<file path="config.mk">
export PLATFORM = sky130hd
export DESIGN_NAME = privilege_flag_guard
export DESIGN_NICKNAME = d
export VERILOG_FILES = /design/src/verilog/guard_pkg.sv /design/src/verilog/guard_check.sv /design/src/verilog/privilege_flag_guard.sv
export SDC_FILE = /design/constraint.sdc
export NUM_CORES = 1
export LEC_CHECK = 0
export BUFFER_PORTS_ARGS = -buffer_cell sky130_fd_sc_hd__buf_2
export CORE_MARGIN = 5
export CORE_UTILIZATION = 50
export DETAILED_ROUTE_END_ITERATION = 8
export PLACE_DENSITY = 0.76
export SLEW_MARGIN = 30
export SYNTH_ARGS = -nofsm -noshare
export SYNTH_HDL_FRONTEND = slang
export SYNTH_HIERARCHICAL = 1
export SYNTH_SLANG_ARGS = --single-unit
</file>
<file path="constraint.sdc">
create_clock -name clk -period 1.89 [get_ports clk]
set_input_delay 0.378 -clock clk [delete_from_list [all_inputs] [get_ports clk]]
set_output_delay 0.378 -clock clk [all_outputs]
set_load 0.02 [all_outputs]
</file>
<file path="src/verilog/guard_pkg.sv">
// Package: constants and carriers for the privilege flag guard
package guard_pkg;

	// ==========================================================
	// Flag word bit positions (bit 0 is the msb of a 36-bit word)
	localparam int FLAG_W       = 36;
	localparam int BIT_USER     = 5;
	localparam int BIT_USER_IO  = 6;
	localparam int BIT_PUBLIC   = 7;

	// ==========================================================
	// Device codes, jump functions and section limit
	localparam logic [8:0] DEV_USER_LIMIT = 9'h1E0;
	localparam logic [3:0] FN_ENTRY_GATE  = 4'h1;
	localparam logic [3:0] FN_HALT        = 4'h4;
	localparam logic [3:0] FN_RESTORE     = 4'h2;
	localparam logic [3:0] FN_DISMISS     = 4'hC;
	localparam logic [3:0] FN_INT_MASK    = 4'h8;
	localparam logic [11:0] SECT_AC_MAX   = 12'h001;

	// ==========================================================
	// APB register map
	localparam logic [7:0] ADDR_CTRL   = 8'h00;
	localparam logic [7:0] ADDR_FLAGS  = 8'h04;
	localparam logic [7:0] ADDR_REQ    = 8'h08;
	localparam logic [7:0] ADDR_WORD   = 8'h0C;
	localparam logic [7:0] ADDR_RESULT = 8'h10;
	localparam logic [7:0] ADDR_STAT   = 8'h14;
	localparam logic [7:0] ADDR_SECT   = 8'h18;

	// Request kinds
	typedef enum logic [2:0] {
		REQ_NONE    = 3'b000,
		REQ_RESTORE = 3'b001,
		REQ_IO      = 3'b010,
		REQ_JUMP    = 3'b011,
		REQ_READ    = 3'b100,
		REQ_WRITE   = 3'b101,
		REQ_FETCH   = 3'b110,
		REQ_UNPAGED = 3'b111
	} req_e;

	// Processor mode flags
	typedef struct packed {
		logic user;
		logic user_io;
		logic public_m;
		logic supervisor;
	} mode_s;

	// Access request
	typedef struct packed {
		req_e        kind;
		logic [8:0]  dev;
		logic [3:0]  fn;
		logic        concealed;
		logic        wprot;
		logic        gate_word;
		logic        small_model;
		logic [11:0] section;
	} check_s;

endpackage

</file>
<file path="src/verilog/guard_check.sv">
// Module: combinational legality check of one request
`timescale 1ns/1ns
`default_nettype none
module guard_check (
	// Current mode and request
	input  wire guard_pkg::mode_s  mode,
	input  wire guard_pkg::check_s req,
	// Verdict
	output logic                   allow,
	output logic                   halt,
	output logic                   ac_ok
);
	logic io_legal;
	logic kernel;

	always_comb begin
		kernel = !mode.user && !mode.supervisor;
		io_legal = kernel || mode.user_io
			|| (!req.small_model && req.dev >= guard_pkg::DEV_USER_LIMIT);
		allow = 1'b1;
		halt  = 1'b0;
		ac_ok = req.section <= guard_pkg::SECT_AC_MAX;
		case (req.kind)
			guard_pkg::REQ_IO: begin
				allow = io_legal;
			end
			guard_pkg::REQ_JUMP: begin
				if (req.fn == guard_pkg::FN_HALT) begin
					allow = kernel;
					halt  = kernel;
				end else if (req.fn >= guard_pkg::FN_INT_MASK) begin
					allow = io_legal;
				end
			end
			guard_pkg::REQ_READ: begin
				allow = !req.concealed || !mode.public_m
					|| (!mode.user && mode.supervisor);
			end
			guard_pkg::REQ_WRITE: begin
				allow = (!req.concealed || !mode.public_m) && !req.wprot
					&& !(req.concealed && mode.supervisor);
			end
			guard_pkg::REQ_FETCH: begin
				allow = !req.concealed || !mode.public_m || req.gate_word;
			end
			guard_pkg::REQ_UNPAGED: begin
				allow = kernel;
			end
			default: begin
				allow = 1'b1;
			end
		endcase
	end

endmodule
`default_nettype wire

</file>
<file path="src/verilog/privilege_flag_guard.sv">
// Module: privilege flag guard with APB register access
// ==========================================================
`timescale 1ns/1ns
`default_nettype none
module privilege_flag_guard (
	// Clock and reset
	input  wire logic        clk,
	input  wire logic        rst_n,
	// APB slave
	input  wire logic        psel,
	input  wire logic        penable,
	input  wire logic        pwrite,
	input  wire logic [7:0]  paddr,
	input  wire logic [31:0] pwdata,
	output logic             pready,
	output logic             pslverr,
	output logic [31:0]      prdata,
	// Status outputs
	output logic             halted,
	output logic             trap
);
	// ==========================================================
	// Registers and combinational signals
	guard_pkg::mode_s  mode_ff,  nxt_mode;
	guard_pkg::check_s req_ff,   nxt_req;
	logic [35:0]       word_ff,  nxt_word;
	logic              halt_ff,  nxt_halt;
	logic              trap_ff,  nxt_trap;
	logic              ok_ff,    nxt_ok;
	logic              ac_ff,    nxt_ac;
	logic              go;
	logic              allow;
	logic              halt_req;
	logic              ac_ok;
	logic [31:0]       rd;
	logic              mapped;

	guard_check u_check (
		.mode  (mode_ff),
		.req   (req_ff),
		.allow (allow),
		.halt  (halt_req),
		.ac_ok (ac_ok)
	);

	// ==========================================================
	// Bus decode
	assign pready  = 1'b1;
	assign go      = psel && penable && pwrite && paddr == guard_pkg::ADDR_REQ;
	always_comb begin
		mapped = 1'b1;
		rd     = 32'h0000_0000;
		case (paddr)
			guard_pkg::ADDR_CTRL:  rd = {28'h000_0000, mode_ff};
			guard_pkg::ADDR_FLAGS: begin
				// bit 6 (from msb of 36) is word bit 29
				rd = 32'h0000_0000;
				rd[guard_pkg::FLAG_W-1-guard_pkg::BIT_USER] = mode_ff.user;
				rd[guard_pkg::FLAG_W-1-guard_pkg::BIT_USER_IO] = mode_ff.user_io;
				rd[guard_pkg::FLAG_W-1-guard_pkg::BIT_PUBLIC] = mode_ff.public_m;
			end
			guard_pkg::ADDR_REQ:    rd = req_ff;
			guard_pkg::ADDR_WORD:   rd = word_ff[31:0];
			guard_pkg::ADDR_RESULT: rd = {28'h000_0000, ac_ff, ok_ff, trap_ff, halt_ff};
			guard_pkg::ADDR_STAT:   rd = {31'h0000_0000, allow};
			guard_pkg::ADDR_SECT:   rd = {20'h0_0000, req_ff.section};
			default:                mapped = 1'b0;
		endcase
	end
	assign pslverr = psel && penable && !mapped;

	always_ff @(posedge clk) begin
		if (!rst_n) begin
			prdata <= 32'h0000_0000;
		end else if (psel && !penable && !pwrite) begin
			prdata <= rd;
		end
	end

	// ==========================================================
	// Mode, request and verdict
	always_comb begin
		nxt_mode = mode_ff;
		nxt_req  = req_ff;
		nxt_word = word_ff;
		nxt_halt = halt_ff;
		nxt_trap = trap_ff;
		nxt_ok   = ok_ff;
		nxt_ac   = ac_ff;
		if (psel && penable && pwrite) begin
			case (paddr)
				guard_pkg::ADDR_CTRL: begin
					if (!mode_ff.user) begin
						nxt_mode = guard_pkg::mode_s'(pwdata[3:0]);
					end
					nxt_halt = pwdata[4] ? 1'b0 : halt_ff;
					nxt_trap = pwdata[5] ? 1'b0 : trap_ff;
				end
				guard_pkg::ADDR_WORD: begin
					nxt_word = {4'h0, pwdata};
				end
				guard_pkg::ADDR_REQ: begin
					nxt_req = guard_pkg::check_s'(pwdata);
				end
				default: begin
					nxt_word = word_ff;
				end
			endcase
		end
		if (ok_ff == 1'b0 && go == 1'b0 && req_ff.kind != guard_pkg::REQ_NONE) begin
			nxt_ok = 1'b1;
			nxt_ac = ac_ok;
			nxt_req.kind = guard_pkg::REQ_NONE;
			if (!allow) begin
				nxt_trap = 1'b1;
			end else if (halt_req) begin
				nxt_halt = 1'b1;
			end else if (req_ff.kind == guard_pkg::REQ_RESTORE) begin
				if (mode_ff.user) begin
					nxt_mode.user = 1'b1;
					nxt_mode.user_io = mode_ff.user_io
						& word_ff[guard_pkg::FLAG_W-1-guard_pkg::BIT_USER_IO];
				end else begin
					nxt_mode.user = word_ff[guard_pkg::FLAG_W-1-guard_pkg::BIT_USER];
					nxt_mode.user_io = word_ff[guard_pkg::FLAG_W-1-guard_pkg::BIT_USER_IO];
				end
				if (word_ff[guard_pkg::FLAG_W-1-guard_pkg::BIT_PUBLIC]) begin
					nxt_mode.public_m = 1'b1;
				end
			end
		end
		if (go) begin
			nxt_ok = 1'b0;
		end
	end

	always_ff @(posedge clk) begin
		if (!rst_n) begin
			mode_ff <= '0;
			req_ff  <= '0;
			word_ff <= 36'h0_0000_0000;
			halt_ff <= 1'b0;
			trap_ff <= 1'b0;
			ok_ff   <= 1'b1;
			ac_ff   <= 1'b0;
		end else begin
			mode_ff <= nxt_mode;
			req_ff  <= nxt_req;
			word_ff <= nxt_word;
			halt_ff <= nxt_halt;
			trap_ff <= nxt_trap;
			ok_ff   <= nxt_ok;
			ac_ff   <= nxt_ac;
		end
	end

	assign halted = halt_ff;
	assign trap   = trap_ff;

endmodule
`default_nettype wire

</file>
==> reports/qor.txt, run 1 <==
Final WS setup -> -0.0724 ns
dpl hpwl -> 7.76 mm
Final Wtd Congestion -> 0.891
vias per cell -> 5.50
full die area -> 10,600 um^2
Final Skew -> 0.00615 ns
post-synth top area cell -> dfxtp_1
Synth warnings -> 6
initial antenna violation count -> 0
I/O pin count -> 81
share of power burned in the clock network -> 34.9%
Final Setup Violations -> 4
Worst EP required -> 2.20 ns
clock-pin slew on the worst setup and hold paths -> 0.10 ns
Tcrit/Tclk final -> 104%
Initial Utilization -> 50.3%
Synth Area per Inst -> 8.18 um^2
final WL -> 11.4 mm
count leader, synth -> nand2_1
synth cell count leaders -> 167 x nand2_1, 104 x dfxtp_1, 68 x a21oi_1, 36 x o21ai_0, 25 x mux2i_1
Arr. time, crit path -> 2.27 ns
antenna-violating nets left -> 0
Place WS -> -0.0919 ns
IO Port Bufs -> 79
Seq/Total Area, Yosys -> 48.1%
Residual DRC -> 0
CTS Hold Bufs -> 0
GRT Total Usage -> 21.5%
first drt pass iteration count -> 5
Cell Area, Placed -> 5080 um^2
max frequency -> 510 MHz
async set or reset register ratio after synthesis -> 0%
Final Power -> 3.68 mW
Chip Width -> 103 um
Post-synth EDFFs -> 0
status -> finished, violations left
grt total ovfl -> 0
Slew Viols, Final -> 0
Max Cap Viol -> 0
Antenna Cells -> 0
#FFs+latches synth -> 104
Rows -> 34
Area growth syn-to-layout -> 24.1%
core area -> 8590 um^2
failing checks -> negative setup slack
WL/cell -> 15.4 um
Seq. cell area -> 2090 um^2
die height -> 103 um
Max clock buf depth -> 2
syn_nets -> 574
Max H-tree Level -> 3
vias in the first global route -> 3,846
Comb power frac -> 5.5%
TritonCTS clock tree -> built
Sw Ratio -> 25.0%
post-synthesis cell area -> 4330 um^2
Mapped Cells -> 529
first-pass GRT wire length -> 18.2 mm
largest net degree at the start of global routing -> 70
CTS Buf Count -> 9
footprint of the multi-input gates -> 2150 um^2
initial DRC count -> 264
internal power -> 2.76 mW
CP Launch Type -> register
unrepaired setup endpoints after global routing -> true
clock sink count -> 104
worst vdd ir -> 0.000325 V
Crit Path Class -> reg2reg
Non-Filler Instances -> 744
Worst Hold Class -> in2reg
Clk Latency, worst-skew pair -> 0.37 ns
final hold violations -> 0
CP Max Fanout -> 5
Cell variety after synth -> 49
sequential share of power -> 59.5%
Root Buffer -> clkbuf_8
CP Capture Type -> register
WHS -> 0.248 ns
Inst Count DP -> 726
fillers -> 772
Nets -> 676
Yosys top cell area share -> 48.1%
Final Cell Area -> 5370 um^2
Pwr per Cell Area -> 685 nW/um^2
via count -> 4,090
LEAKAGE -> 2.05 nW
ratio of cells with drive above 1 in the final layout -> 26.7%
Post-synth top flop -> dfxtp_1
Net Sw Power -> 918 uW
largest cells by area after synthesis -> dfxtp_1 48%, nand2_1 14%, a21oi_1 7.9%, mux2i_1 5.8%, o21ai_0 4.2%
Tmin final -> 1.96 ns
==> power groups by stage <==
stage	clock, mW	combinational (mW)	sequential, mW
2_1_floorplan	0	0.0955	2.24
3_3_place_gp	0	0.198	2.24
3_5_place_dp	0	0.200	2.24
4_1_cts	1.30	0.201	2.19
5_1_grt	1.40	0.219	2.19
6_report	1.28	0.203	2.19
==> logic make-up after synthesis <==
group,share of synthesized area (%)
flip-flops,48.1
other,0.0867
buffers and inverters,4.63
AND/OR/NAND/NOR,22.8
AO/OA/AOI/OAI,17.8
multiplexers,6.57
==> critical path, stage by stage (launching register included) <==
cell and delay, ns:
dfxtp_4 0.37, o311ai_2 0.31, o21ai_2 0.12, a221oi_4 0.30, nand4bb_1 0.19, nor3_4 0.26
buf_4 0.15, nand2_2 0.05, a21boi_2 0.14
==> stage by stage <==
step	utilization, %	setup TNS, ns
CTS	61.2	-0.0948
floorplan	-	0
detailed placement	59.1	-3.61
global placement	59.1	-1.40
finish	62.5	-0.209
global route	62.5	-0.649
==> path summary, 6_finish.rpt <==
check                                        startpoint                 endpoint  slack (ns)  cells past startpoint
worst min-delay path                          pwdata[7]  word_ff[7]$_SDFFE_PN0P_        0.25                      3
worst max-delay path            req_ff[30]$_SDFFE_PP0P_    mode_ff[2]$_SDFF_PN0_       -0.07                      8
worst min register to register   prdata[3]$_SDFFE_PN0P_   prdata[3]$_SDFFE_PN0P_        0.46                      2
worst max register to register  req_ff[30]$_SDFFE_PP0P_    mode_ff[2]$_SDFF_PN0_       -0.07                      8
==> state kept, by name, summed over array words and instances, names as in the netlist <==
signal / cells
req_ff: 32
halted: 1
ok_ff: 1
mode_ff: 4
ac_ff: 1
prdata: 32
word_ff: 32
trap: 1
==> cell usage in the layout (no fill, tap or decap), types with 2 or more instances in the layout <==
master / instances
a22o_1: 6
o21ai_0: 35
nor4_4: 2
buf_4: 47
clkinv_4: 2
nor2b_1: 2
a22oi_1: 11
a31oi_1: 2
nor2_1: 8
a21oi_1: 67
nand4b_1: 2
o21a_1: 2
nand3_1: 6
mux2i_1: 25
clkinvlp_4: 3
inv_1: 2
buf_2: 79
nor3_1: 5
a211oi_1: 2
clkbuf_8: 9
a2111oi_2: 2
nor4_1: 7
nand2b_1: 2
mux2_2: 3
dfxtp_1: 102
or4_1: 2
nand4bb_1: 2
nand2_1: 166
or3_4: 2
buf_12: 2
==> routing by layer <==
layer / routed length [um] / track usage, % / up-vias / share of wire [%]
li1: - / - / 2023 / -
met2: 5580 / 35.6 / 129 / 49
met5: 0 / 0 / - / 0
met3: 731 / 4.13 / 20 / 6.4
met1: 4870 / 27.9 / 1918 / 43
met4: 243 / 8.07 / 0 / 2.1
==> cell type report <==
cell class | count | area share, %
tap | 108 | 2.52
timing repair buffer | 129 | 14.9
clock inverter | 7 | 1.05
clock buffer | 9 | 2.31
multi-input combinational | 384 | 40.1
inverter | 3 | 0.210
sequential | 104 | 38.9
==> timing repair <==
| item | in CTS | in global routing |
|---|---|---|
| pin swaps | 0 | 6 |
| setup buffers | 0 | 2 |
| endpoints found under the setup margin | 3 | 5 |
| resized for setup | 1 | 20 |
Note: power is estimated with default switching activity, not from simulation.
==> run 2, diff against run 1 <==
- CELL_PAD_IN_SITES_DETAIL_PLACEMENT: not set -> 1
- CELL_PAD_IN_SITES_GLOBAL_PLACEMENT: not set -> 1
- CORE_UTILIZATION: 50 -> 37
- GPL_ROUTABILITY_DRIVEN: not set -> 0
- PLACE_DENSITY: 0.76 -> not set
- PLACE_DENSITY_LB_ADDON: not set -> 0.1
==> run 2 against run 1 <==
The flow still finishes with violations (negative setup slack). Routed wire length rose by 17%. Highest routed layer unchanged. Register-to-register slack better by 0.07 ns. Total power grew 16%. Clock power is 47% higher. First-iteration DRC count decreased by 47%. Design area grew 3.7%. Via count decreased by 0.39%. Sequential share of layout area fell by 1.3 points. Combinational power rose by 4%. Non-clock buffer count grew 4.
==> reports/qor.txt, run 2 (synthesized netlist as in run 1, its figures left out) <==
Place WS -> -0.185 ns
final WL -> 13.3 mm
Worst EP required -> 2.13 ns
first-pass GRT wire length -> 22.0 mm
status -> finished, violations left
Final Util -> 48.7%
fillers -> 1,419
commonest non-fill, non-tap cell in the layout -> nand2_1
Initial Utilization -> 37.9%
commonest non-fill, non-tap cells in the layout -> 167 x nand2_1, 101 x dfxtp_1, 79 x buf_2
IO Port Bufs -> 79
final hold violations -> 0
Final Cell Area -> 5570 um^2
Clk Latency, worst-skew pair -> 0.35 ns
grt total ovfl -> 0
WL/cell -> 17.1 um
Max clock buf depth -> 2
CP Launch Type -> register
Worst Hold Launch -> pwdata[20]
full die area -> 14,000 um^2
Seq. cell area -> 2090 um^2
TritonCTS clock tree -> built
CTS Hold Bufs -> 0
dpl hpwl -> 9.32 mm
clock-pin slew on the worst setup and hold paths -> 0.07 ns
Chip Width -> 118 um
vias per cell -> 5.21
failing checks -> negative setup slack
Top Registers -> prdata x32, req_ff x32, word_ff x32
I/O pin count -> 81
CP Max Fanout -> 6
Root Buffer -> clkbuf_16
ratio of cells with drive above 1 in the final layout -> 27.1%
Antenna Cells -> 0
initial DRC count -> 139
LEAKAGE -> 2.14 nW
max frequency -> 528 MHz
CP Capture Type -> register
Final WS setup -> -0.00463 ns
Worst Hold Class -> in2reg
Non-Filler Instances -> 782
Residual DRC -> 0
Slew Viols, Final -> 0
core area -> 11,400 um^2
via count -> 4,074
first drt pass iteration count -> 4
Inst Count DP -> 765
unrepaired setup endpoints after global routing -> true
Tcrit/Tclk final -> 100%
antenna-violating nets left -> 0
vias in the first global route -> 4,264
initial antenna violation count -> 0
Pwr per Cell Area -> 768 nW/um^2
Rows -> 39
Crit Path Class -> reg2reg
Final Skew -> 0.00513 ns
footprint of the multi-input gates -> 2150 um^2
Nets -> 680
Tmin final -> 1.89 ns
Final Setup Violations -> 1
origin of the worst setup path -> req_ff[30]$_SDFFE_PP0P_
r2r startpoint -> req_ff[30]$_SDFFE_PP0P_
GRT Total Usage -> 19.4%
Cell Area, Placed -> 5150 um^2
Max Cap Viol -> 0
clock sink count -> 104
CTS Buf Count -> 9
Max H-tree Level -> 3
Area growth syn-to-layout -> 28.7%
worst vdd ir -> 0.000416 V
Arr. time, crit path -> 2.14 ns
die height -> 118 um
largest net degree at the start of global routing -> 70
## run 2: power breakdown
part,internal (mW),total [mW],switching (mW),leakage [nW]
clock network,1.07,1.88,0.807,0.151
registers,2.19,2.19,0.000438,0.839
logic,0.0813,0.212,0.131,1.15
## run 2: final timing paths
path,end,slack (ns),cells after the start
worst max-delay path,mode_ff[2]$_SDFF_PN0_,-0.005,8
worst min-delay path,word_ff[20]$_SDFFE_PN0P_,0.28,3
worst max register to register,mode_ff[2]$_SDFF_PN0_,-0.005,8
worst min register to register,prdata[6]$_SDFFE_PN0P_,0.45,2
## run 2: routing by layer
| layer | vias to the layer above | GRT usage (%) | share of wire, % |
|---|---|---|---|
| met5 | - | 0 | 0 |
| met4 | 0 | 5.52 | 1.1 |
| met3 | 13 | 4.47 | 3.3 |
| met2 | 65 | 31.4 | 48 |
| met1 | 1972 | 25.9 | 48 |
| li1 | 2024 | - | - |
## run 2: through the flow
step           power [mW]  hold slack, ns  setup TNS [ns]
4_1_cts              4.31           0.271        -0.00978
2_1_floorplan        2.34           0.431               0
5_1_grt              4.45           0.267          -0.506
6_report             4.28           0.276        -0.00463
3_5_place_dp         2.45           0.441           -5.54
3_3_place_gp         2.45           0.431           -4.02
## run 2: final cells by class
cell class / count / area share (%)
multi-input cells: 384 / 38.7
flip-flops and latches: 104 / 37.6
repair buffers: 133 / 14.9
clock buffers: 14 / 5.28
well taps: 143 / 3.21
inverters: 3 / 0.202
clock inverters: 1 / 0.157
## run 2: repair_timing
item,4_1_cts,5_1_grt
setup endpoints to repair,5,5
gates resized for setup,16,7
pin swaps,2,2
setup buffers,0,2
endpoints found under the hold margin,0,0
## run 2: critical path: stages, from the launching register on
cell and delay [ns]:
dfxtp_4 0.37, buf_6 0.13, a211o_4 0.34, a221oi_4 0.28, nand4bb_1 0.16, nor3_2 0.12, buf_4 0.15, a31oi_1 0.08
a21boi_2 0.16
